## config.mk

```make
export PLATFORM = sky130hd
export DESIGN_NAME = irs_top
export DESIGN_NICKNAME = d
export VERILOG_FILES = /design/src/hw/irs_pkg.sv /design/src/hw/irs_sync.sv /design/src/hw/irs_top.sv
export VERILOG_INCLUDE_DIRS = /design/src /design/src/hw
export SDC_FILE = /design/constraint.sdc
export NUM_CORES = 1
export LEC_CHECK = 0
export CORE_AREA = 2 2 117 119
export DETAILED_ROUTE_END_ITERATION = 10
export DIE_AREA = 0 0 119 121
export DONT_BUFFER_PORTS = 1
export PLACE_DENSITY = 0.85
export SLEW_MARGIN = 20
export SYNTH_ARGS = -nofsm -noshare
export SYNTH_HDL_FRONTEND = slang
export SYNTH_SLANG_ARGS = --single-unit
```

## constraint.sdc

```tcl
create_clock -name mclk -period 6.08 [get_ports mclk]
set_input_delay 0.304 -clock mclk [delete_from_list [all_inputs] [get_ports mclk]]
set_output_delay 0.304 -clock mclk [all_outputs]
set_load 0.02 [all_outputs]
```

## src/hw/irs_defines.svh

```systemverilog
`ifndef IRS_DEFINES_SVH
`define IRS_DEFINES_SVH

// Register indexes; byte address is four times the index
`define IRS_IDX_ROUTE0      19'h40098
`define IRS_IDX_ROUTE2      19'h4009A
`define IRS_IDX_PULLUP      19'h4009C
`define IRS_IDX_ODSEL       19'h4009D
`define IRS_IDX_STATUS      19'h4009E

// Reset values
`define IRS_RST_ROUTE0      8'h00
`define IRS_RST_ROUTE2      8'h00
`define IRS_RST_PULLUP      8'h00
`define IRS_RST_ODSEL       1'h0

// Writable bits of the first route register
`define IRS_ROUTE0_MASK     8'h55

// Field positions, first route register
`define IRS_TA_BIT          0
`define IRS_S3_BIT          2
`define IRS_S4_BIT          4
`define IRS_TB_BIT          6

// Field positions, second route register (low bit of each pair)
`define IRS_G0_LO           0
`define IRS_G0Q_LO          2
`define IRS_G1_LO           4
`define IRS_G1Q_LO          6

// Status fields
`define IRS_ST_G0_BAD       6
`define IRS_ST_G1_BAD       7

`endif

```

## src/hw/irs_pkg.sv

```systemverilog
package irs_pkg;

    // Group 0 eight-input route codes
    typedef enum logic [1:0] {
        IRS_G0_BAD0 = 2'h0,
        IRS_G0_P1   = 2'h1,
        IRS_G0_P5   = 2'h2,
        IRS_G0_BAD3 = 2'h3
    } irs_g0_route_t;

    // Group 1 eight-input route codes
    typedef enum logic [1:0] {
        IRS_G1_P78  = 2'h0,
        IRS_G1_P1   = 2'h1,
        IRS_G1_P4   = 2'h2,
        IRS_G1_BAD  = 2'h3
    } irs_g1_route_t;

    // Two-phase counter route codes
    typedef enum logic [1:0] {
        IRS_Q_P8_I1 = 2'h0,
        IRS_Q_P7_I0 = 2'h1,
        IRS_Q_P3_I1 = 2'h2,
        IRS_Q_P3_I0 = 2'h3
    } irs_quad_route_t;

endpackage

```

## src/hw/irs_sync.sv

```systemverilog
`timescale 1ns/100ps
`default_nettype none

// Two-stage synchroniser for a bus of independent pin levels
module irs_sync #(
    parameter int W = 8
) (
    // Clock and reset
    input  wire logic         mclk,
    input  wire logic         rst_n,
    // Levels
    input  wire logic [W-1:0] async_in,
    output logic      [W-1:0] sync_out
);

    logic [W-1:0] meta_q;

    // First stage feeds only the second
    always_ff @(posedge mclk) begin
        if (!rst_n) begin
            meta_q   <= '0;
            sync_out <= '0;
        end else begin
            meta_q   <= async_in;
            sync_out <= meta_q;
        end
    end

endmodule

`default_nettype wire

```

## src/hw/irs_top.sv

```systemverilog
// How it works
// Timer A feedback and count inputs come from port 3 when the timer A route bit is 0, else from port 7 and pins P8_0, P8_1.
// The serial channel 3 route bit picks clock, receive and clear-to-send from P4_1, P4_2, P4_0 or from P7_7, P8_0, P8_1.
// The serial channel 4 route bit picks clock, receive and clear-to-send from P9_5, P9_7, P9_4 or from P3_4, P3_5, P3_7.
// The timer B route bit maps the six timer B inputs to P6_0, P6_1, P6_2, P9_3, P9_4, P6_3 or to P1_4, P3_7, P9_7, P9_3, P9_4, P7_1.
// I/O group 0 inputs come from port 1 on code 01 and port 5 on code 10; codes 00 and 11 are prohibited.
// Group 0 two-phase inputs come from P8_0/P8_1/P8_3, P7_6/P7_7/P8_2, P3_0/P3_1/P8_3 or P3_0/P3_1/P8_2 for codes 00 to 11.
// I/O group 1 inputs come from P7_3..P7_7, P8_1, P7_0, P7_1 on 00, port 1 on 01, port 4 on 10; code 11 is prohibited.
// Group 1 two-phase inputs use the same pins as group 0, the index from interrupt 1 on even codes and interrupt 0 on odd codes.
// The second route register is eight bits, resets to zero and is fully readable and writable.
// Each pull-up enable bit covers four pins and applies only while those pins are inputs.
// The port 1 output-mode bit set to 1 turns off the high-side driver, giving pseudo open drain; 0 gives push-pull.
// Each peripheral input sees only its selected pin, and a route change acts on the next clock.
`timescale 1ns/100ps
`default_nettype none
`include "irs_defines.svh"

module irs_top
    import irs_pkg::*;
(
    // Clock and reset
    input  wire logic        mclk,
    input  wire logic        rst_n,
    // AHB-Lite slave
    input  wire logic        hsel,
    input  wire logic [31:0] haddr,
    input  wire logic [1:0]  htrans,
    input  wire logic        hwrite,
    input  wire logic [2:0]  hsize,
    input  wire logic [31:0] hwdata,
    input  wire logic        hready,
    output logic             hreadyout,
    output logic             hresp,
    output logic      [31:0] hrdata,
    // Package pin levels (asynchronous)
    input  wire logic [7:0]  p1_pin,
    input  wire logic [7:0]  p3_pin,
    input  wire logic [7:0]  p4_pin,
    input  wire logic [7:0]  p5_pin,
    input  wire logic [7:0]  p6_pin,
    input  wire logic [7:0]  p7_pin,
    input  wire logic [7:0]  p8_pin,
    input  wire logic [7:0]  p9_pin,
    // Port direction bits, 1 = output
    input  wire logic [7:0]  p1_dir,
    input  wire logic [7:0]  p3_dir,
    input  wire logic [7:0]  p4_dir,
    input  wire logic [7:0]  p5_dir,
    // Port 1 output data
    input  wire logic [7:0]  p1_out,
    // Pull-up enables per pin
    output logic      [7:0]  p1_pullup_en,
    output logic      [7:0]  p3_pullup_en,
    output logic      [7:0]  p4_pullup_en,
    output logic      [7:0]  p5_pullup_en,
    // Port 1 output driver enables
    output logic      [7:0]  p1_high_drive_en,
    output logic      [7:0]  p1_low_drive_en,
    // Timer inputs
    output logic      [7:0]  timer_a_in,
    output logic      [5:0]  timer_b_in,
    // Serial channel three
    output logic             serial3_clk_in,
    output logic             serial3_receive,
    output logic             serial3_clear_to_send,
    // Serial channel four
    output logic             serial4_clk_in,
    output logic             serial4_receive,
    output logic             serial4_clear_to_send,
    // I/O group 0
    output logic      [7:0]  io_group_zero_in,
    output logic             group0_phase_a_in,
    output logic             group0_phase_b_in,
    output logic             group0_index_in,
    // I/O group 1
    output logic      [7:0]  io_group_one_in,
    output logic             group1_phase_a_in,
    output logic             group1_phase_b_in,
    output logic             group1_index_in
);

    // Two-phase selection shared by both groups: {index, b, a}
    function automatic logic [2:0] quad_sel(
        input logic [1:0] code,
        input logic [7:0] p3,
        input logic [7:0] p7,
        input logic [7:0] p8
    );
        logic [2:0] r;
        r = 3'h0;
        unique case (irs_quad_route_t'(code))
            IRS_Q_P8_I1: r = {p8[3], p8[1], p8[0]};
            IRS_Q_P7_I0: r = {p8[2], p7[7], p7[6]};
            IRS_Q_P3_I1: r = {p8[3], p3[1], p3[0]};
            IRS_Q_P3_I0: r = {p8[2], p3[1], p3[0]};
        endcase
        return r;
    endfunction

    // Expand one enable bit per four pins to one per pin
    function automatic logic [7:0] nib_expand(input logic [1:0] en);
        return {{4{en[1]}}, {4{en[0]}}};
    endfunction

    // Synchronised pin levels
    logic [63:0] pins_s;
    logic [7:0]  s1, s3, s4, s5, s6, s7, s8, s9;

    irs_sync #(
        .W        (64)
    ) u_sync (
        .mclk     (mclk),
        .rst_n    (rst_n),
        .async_in ({p9_pin, p8_pin, p7_pin, p6_pin,
                    p5_pin, p4_pin, p3_pin, p1_pin}),
        .sync_out (pins_s)
    );

    assign {s9, s8, s7, s6, s5, s4, s3, s1} = pins_s;

    // Software registers
    logic [7:0] route0_q, route0_d;
    logic [7:0] route2_q, route2_d;
    logic [7:0] pullup_q, pullup_d;
    logic       odsel_q,  odsel_d;
    logic [7:0] status_q;

    // Bus decode in the address phase
    logic        acc_valid;
    logic [18:0] acc_idx;
    logic        acc_in_map;
    logic        wr_pend_q;
    logic [18:0] wr_idx_q;
    logic        wr_now;

    assign acc_valid  = hsel & hready & htrans[1];
    assign acc_idx    = haddr[20:2];
    assign acc_in_map = (haddr[31:21] == 11'h000) & (haddr[1:0] == 2'h0);
    assign wr_now     = wr_pend_q & hready;

    // Write pending into the next data phase
    always_ff @(posedge mclk) begin
        if (!rst_n) begin
            wr_pend_q <= 1'b0;
            wr_idx_q  <= 19'h00000;
        end else if (hready) begin
            wr_pend_q <= acc_valid & hwrite & acc_in_map;
            wr_idx_q  <= acc_idx;
        end
    end

    // Next register values, also used to forward a write to a read
    assign route0_d = (wr_now && wr_idx_q == `IRS_IDX_ROUTE0)
                    ? (hwdata[7:0] & `IRS_ROUTE0_MASK) : route0_q;
    assign route2_d = (wr_now && wr_idx_q == `IRS_IDX_ROUTE2)
                    ? hwdata[7:0] : route2_q;
    assign pullup_d = (wr_now && wr_idx_q == `IRS_IDX_PULLUP)
                    ? hwdata[7:0] : pullup_q;
    assign odsel_d  = (wr_now && wr_idx_q == `IRS_IDX_ODSEL)
                    ? hwdata[0] : odsel_q;

    // Register update on the data phase
    always_ff @(posedge mclk) begin
        if (!rst_n) begin
            route0_q <= `IRS_RST_ROUTE0;
            route2_q <= `IRS_RST_ROUTE2;
            pullup_q <= `IRS_RST_PULLUP;
            odsel_q  <= `IRS_RST_ODSEL;
        end else begin
            route0_q <= route0_d;
            route2_q <= route2_d;
            pullup_q <= pullup_d;
            odsel_q  <= odsel_d;
        end
    end

    // Read mux over the forwarded values
    logic [7:0] rd_byte;

    assign rd_byte =
        !acc_in_map                     ? 8'h00 :
        (acc_idx == `IRS_IDX_ROUTE0)    ? route0_d :
        (acc_idx == `IRS_IDX_ROUTE2)    ? route2_d :
        (acc_idx == `IRS_IDX_PULLUP)    ? pullup_d :
        (acc_idx == `IRS_IDX_ODSEL)     ? {7'h00, odsel_d} :
        (acc_idx == `IRS_IDX_STATUS)    ? status_q : 8'h00;

    // Read data captured for the data phase
    always_ff @(posedge mclk) begin
        if (!rst_n) begin
            hrdata <= 32'h00000000;
        end else if (acc_valid && !hwrite) begin
            hrdata <= {24'h000000, rd_byte};
        end
    end

    // Zero-wait, always OKAY
    assign hreadyout = 1'b1;
    assign hresp     = 1'b0;

    // Route fields
    logic       ta_sel, s3_sel, s4_sel, tb_sel;
    logic [1:0] g0_code, g0q_code, g1_code, g1q_code;

    assign ta_sel   = route0_q[`IRS_TA_BIT];
    assign s3_sel   = route0_q[`IRS_S3_BIT];
    assign s4_sel   = route0_q[`IRS_S4_BIT];
    assign tb_sel   = route0_q[`IRS_TB_BIT];
    assign g0_code  = route2_q[`IRS_G0_LO +: 2];
    assign g0q_code = route2_q[`IRS_G0Q_LO +: 2];
    assign g1_code  = route2_q[`IRS_G1_LO +: 2];
    assign g1q_code = route2_q[`IRS_G1Q_LO +: 2];

    // Timer A: TIMER_A0_OUT_PIN, TA1OUT, TA1IN, TA2OUT, TA2IN, TA3OUT, TA4OUT, TA4IN
    logic [7:0] ta_d;
    assign ta_d = ta_sel
        ? {s8[1], s8[0], s7[6], s7[5], s7[4], s7[3], s7[2], s7[0]}
        : {s3[7], s3[6], s3[1], s3[5], s3[4], s3[3], s3[2], s3[0]};

    // Serial channels: {clock, receive, clear-to-send}
    logic [2:0] s3ch_d, s4ch_d;
    assign s3ch_d = s3_sel ? {s7[7], s8[0], s8[1]}
                           : {s4[1], s4[2], s4[0]};
    assign s4ch_d = s4_sel ? {s3[4], s3[5], s3[7]}
                           : {s9[5], s9[7], s9[4]};

    // Timer B inputs 5..0
    logic [5:0] tb_d;
    assign tb_d = tb_sel
        ? {s7[1], s9[4], s9[3], s9[7], s3[7], s1[4]}
        : {s6[3], s9[4], s9[3], s6[2], s6[1], s6[0]};

    // Group 0 eight inputs; prohibited codes give zeros
    logic [7:0] g0_d;
    logic       g0_bad;
    assign g0_bad = (g0_code == IRS_G0_BAD0) | (g0_code == IRS_G0_BAD3);
    assign g0_d   = (g0_code == IRS_G0_P1) ? s1 :
                    (g0_code == IRS_G0_P5) ? s5 : 8'h00;

    // Group 1 eight inputs; prohibited code gives zeros
    logic [7:0] g1_d;
    logic       g1_bad;
    assign g1_bad = (g1_code == IRS_G1_BAD);
    assign g1_d   =
        (g1_code == IRS_G1_P78) ? {s7[1], s7[0], s8[1], s7[7],
                                   s7[6], s7[5], s7[4], s7[3]} :
        (g1_code == IRS_G1_P1)  ? s1 :
        (g1_code == IRS_G1_P4)  ? s4 : 8'h00;

    // Two-phase counter inputs
    logic [2:0] g0q_d, g1q_d;
    assign g0q_d = quad_sel(g0q_code, s3, s7, s8);
    assign g1q_d = quad_sel(g1q_code, s3, s7, s8);

    // Registered peripheral inputs, one clock after a route change
    always_ff @(posedge mclk) begin
        if (!rst_n) begin
            timer_a_in <= 8'h00;
            timer_b_in <= 6'h00;
            {serial3_clk_in, serial3_receive, serial3_clear_to_send} <= 3'h0;
            {serial4_clk_in, serial4_receive, serial4_clear_to_send} <= 3'h0;
            io_group_zero_in <= 8'h00;
            io_group_one_in  <= 8'h00;
            {group0_index_in, group0_phase_b_in, group0_phase_a_in} <= 3'h0;
            {group1_index_in, group1_phase_b_in, group1_phase_a_in} <= 3'h0;
        end else begin
            timer_a_in <= ta_d;
            timer_b_in <= tb_d;
            {serial3_clk_in, serial3_receive, serial3_clear_to_send} <= s3ch_d;
            {serial4_clk_in, serial4_receive, serial4_clear_to_send} <= s4ch_d;
            io_group_zero_in <= g0_d;
            io_group_one_in  <= g1_d;
            {group0_index_in, group0_phase_b_in, group0_phase_a_in} <= g0q_d;
            {group1_index_in, group1_phase_b_in, group1_phase_a_in} <= g1q_d;
        end
    end

    // Status: routed two-phase levels and prohibited-code flags
    always_ff @(posedge mclk) begin
        if (!rst_n) begin
            status_q <= 8'h00;
        end else begin
            status_q <= {g1_bad, g0_bad, g1q_d, g0q_d};
        end
    end

    // Pull-ups only on pins set as input
    always_ff @(posedge mclk) begin
        if (!rst_n) begin
            p1_pullup_en <= 8'h00;
            p3_pullup_en <= 8'h00;
            p4_pullup_en <= 8'h00;
            p5_pullup_en <= 8'h00;
        end else begin
            p1_pullup_en <= nib_expand(pullup_q[1:0]) & ~p1_dir;
            p3_pullup_en <= nib_expand(pullup_q[3:2]) & ~p3_dir;
            p4_pullup_en <= nib_expand(pullup_q[5:4]) & ~p4_dir;
            p5_pullup_en <= nib_expand(pullup_q[7:6]) & ~p5_dir;
        end
    end

    // Port 1 drivers; high side off in pseudo open-drain mode
    always_ff @(posedge mclk) begin
        if (!rst_n) begin
            p1_high_drive_en <= 8'h00;
            p1_low_drive_en  <= 8'h00;
        end else begin
            p1_high_drive_en <= p1_dir & p1_out & {8{~odsel_q}};
            p1_low_drive_en  <= p1_dir & ~p1_out;
        end
    end

endmodule

`default_nettype wire

```

==> impl_metrics.toml <==
[final_layout]
area_growth_pct = 28.5
regArea_um2 = 4980
fin_nets = 1107
multi_input_area_um2 = 3140
reg.largest.list = "u_sync.meta_q: 52 flops, u_sync.sync_out: 52 flops, wr_idx_q: 19 flops"
most-common-layout-cells = "dfxtp_1, dlygate4sd3_1, and2_1, mux2i_1, nor2b_1"
final_layout_size_suffix_gt1_share_pct = 4.98
fillers = 684
final_common_cell = "dfxtp_1"

[worst_hold_path]
holdPathStages = 2
min_to = "pullup_q[5]$_SDFF_PN0_"
hp-class = "input port to flop"
min-delay-start = "hwdata[5]"

[pwr]
switching_share_pct = 21.0
power.leakage_uw = 0.00440
combPwrFrac_pct = 5.0
clockPowerShare_pct = 45.5
p_sw_uw = 728
finalPower_uw = 3470
vdd_drop_max_mv = 0.223
cell_internal_pwr_uw = 2750
pwr_density_cell_nw_per_um2 = 322
seqPwrFrac_pct = 49.5

[sta]
rsz0062_at_grt = "false"
drv_slew = 0
finClkSkew_ns = 0.0218
fin_crit_ns = 3.04
tightest_slew_ns = 0.923
setup_viol = 0
fin_setup_tns_ns = 0
finalCritPeriodShare_pct = 50.1
fmax_mhz = 329
final-hold-violation-count = 0
slew_headroom_pct = 38.0

[floorplanning]
dieArea_um2 = 14400
rows = 42
initial_core_util_pct = 64.2
die_x_um = 119
core-area_um2 = 13100
io-pin-count = 302
die_h_um = 121

[clock_tree]
cts_tree = "done"
cts_max_level = 1
clock_latency_ns = 0.51
post_cts_buffers = 0
cts_sinks = 249
path_clk_slew_ns = 0.06
clk_path_buf_depth = 3
cts_buffers = 24
clockRootBuffer = "clkbuf_16"

[critical_path]
cpMaxStageDelayCell = "nor4_4"
path_common_cell = "or4_1"
rr_endpoint = "hrdata[7]$_SDFFE_PN0P_"
end_kind = "flop"
r2r_setup_slack_ns = 3.04
critPathTopFamily = "simple AND/OR/NAND/NOR gates"
crit_type = "flop to flop"
r2r_cells = 6
critical_path_arrival_ns = 3.44
cp.required_ns = 6.48
crit_chain = "or4_1 > or4_1 > nor4_4 > mux2i_1 > o221a_1 > o31ai_1"
cp-start-kind = "flop"
r2r-start = "wr_idx_q[13]$_SDFFE_PN0P_"
worst-path-buf-inv = 0
critical_path.max_fanout = 8
max_stage_delay_ns = 0.76

[grt]
gr-total-overflow = 0
grt_pass1_wl_um = 33900
first_global_vias = 6487
grt_max_degree = 177
antenna_found_initial = 2
track_usage_pct = 30.2

[yosys]
ys_ff_latch = 249
synth_edf_count = 0
synthCells = 788
synth_top_area_share_pct = 59.3
synth.distinct_cells = 42
synthTopCellsByArea = "dfxtp_1, and2_1, mux2i_1, nor2b_1, buf_4"
synth_top_area_cell = "dfxtp_1"
ys_seq_area_share_pct = 59.3
synthArstFlopShare_pct = 0
synthFlopType = "dfxtp_1"
avgSynthCellArea_um2 = 10.7
synth_warnings = 0
mappedNetlistArea_um2 = 8400

[place]
gp_congestion = 0.850
place_hpwl_um = 12200
port_buffers = 0

[detailed_routing]
drt_iter0_markers = 336
wl_per_cell_um = 19.8
wl_um = 22300
ant_nets = 0
vias = 6030
drc = 0
viasPerCell = 5.37
drt_pre_antenna_iters = 6

[status]
status = "finished clean"

[job]
max_cap_violations = 0
-- stage by stage --
step / util, % / instances / cell area, um^2 / hold WS, ns / setup slack [ns]
after CTS: 82.4 / 1120 / 10800 / 0.000861 / 3.11
after detailed placement: 64.0 / 922 / 8370 / 0.379 / 3.11
after floorplan: - / 812 / 8490 / 0.376 / 3.45
final: 82.5 / 1122 / 10800 / 0.0176 / 3.04
after global placement: 63.9 / 922 / 8360 / 0.377 / 3.21
after global routing: 82.5 / 1122 / 10800 / 0.00754 / 2.88
-- worst max-delay path by stage --
stage / start / endpoint / slack, ns / cells past startpoint
6_report: wr_idx_q[13]$_SDFFE_PN0P_ / hrdata[7]$_SDFFE_PN0P_ / 3.04 / 6
5_1_grt: wr_idx_q[13]$_SDFFE_PN0P_ / hrdata[7]$_SDFFE_PN0P_ / 2.88 / 6
4_1_cts: wr_idx_q[13]$_SDFFE_PN0P_ / hrdata[5]$_SDFFE_PN0P_ / 3.11 / 6
3_5_place_dp: wr_idx_q[13]$_SDFFE_PN0P_ / hrdata[5]$_SDFFE_PN0P_ / 3.11 / 6
3_3_place_gp: wr_idx_q[13]$_SDFFE_PN0P_ / hrdata[7]$_SDFFE_PN0P_ / 3.21 / 6
2_1_floorplan: wr_idx_q[13]$_SDFFE_PN0P_ / hrdata[6]$_SDFFE_PN0P_ / 3.45 / 9
-- synth_stat cells (all sizes together), types with 2 or more instances --
cell type and number:
inv 6, nor4 8, nor3 4, nand2 47, nor4b 3, and3 17
nand2b 3, and2b 4, o22a 3, o221a 4, nand4 3, conb 2
nand3 3, a211oi 3, mux2i 71, nor2 40, or4b 2, or4 2
o21a 2, ha 2, o21ai 25, a21oi 12, clkbuf 37, and3b 7
nor2b 57, o31ai 4, and2 129, nand4b 2, buf 29, dfxtp 249
-- timing repair --
item                      4_1_cts  5_1_grt
resized for setup               0        0
hold endpoints to repair      241        0
hold buffers                  155        0
-- power groups by stage --
stage	combinational, uW	sequential (uW)	clock, uW
global placement	73.3	1750	0
floorplan	97.1	1740	0
global route	187	1720	1660
finish	174	1720	1580
CTS	166	1720	1570
detailed placement	76.1	1750	0
-- cells by family after synthesis --
kind of cell,count (synthesis),synth area share (%)
other,2,0.0894
muxes,71,8.46
DFF,249,59.3
adders and majority gates,2,0.298
AOI/OAI and AO/OA,58,4.30
buffers and inverters,72,4.41
and+or+nand+nor,334,23.1
-- area by class of cell --
type / instances / area share, %
Antenna cell: 2 / 0.0464
Clock buffer: 27 / 5.85
Clock inverter: 16 / 2.03
Inverter: 6 / 0.209
Multi-Input combinational cell: 491 / 29.1
Sequential cell: 249 / 46.2
Tap cell: 176 / 2.04
Timing Repair Buffer: 155 / 14.5
-- per-layer routing --
layer | vias up | track usage, % | routed length (um)
met1 | 2842 | 30.9 | 8050
met4 | 0 | 16.4 | 1070
met2 | 306 | 56.5 | 11600
met3 | 75 | 7.38 | 1580
li1 | 2807 | - | -
met5 | - | 0 | 0
Power figures use the tool's default switching activity.
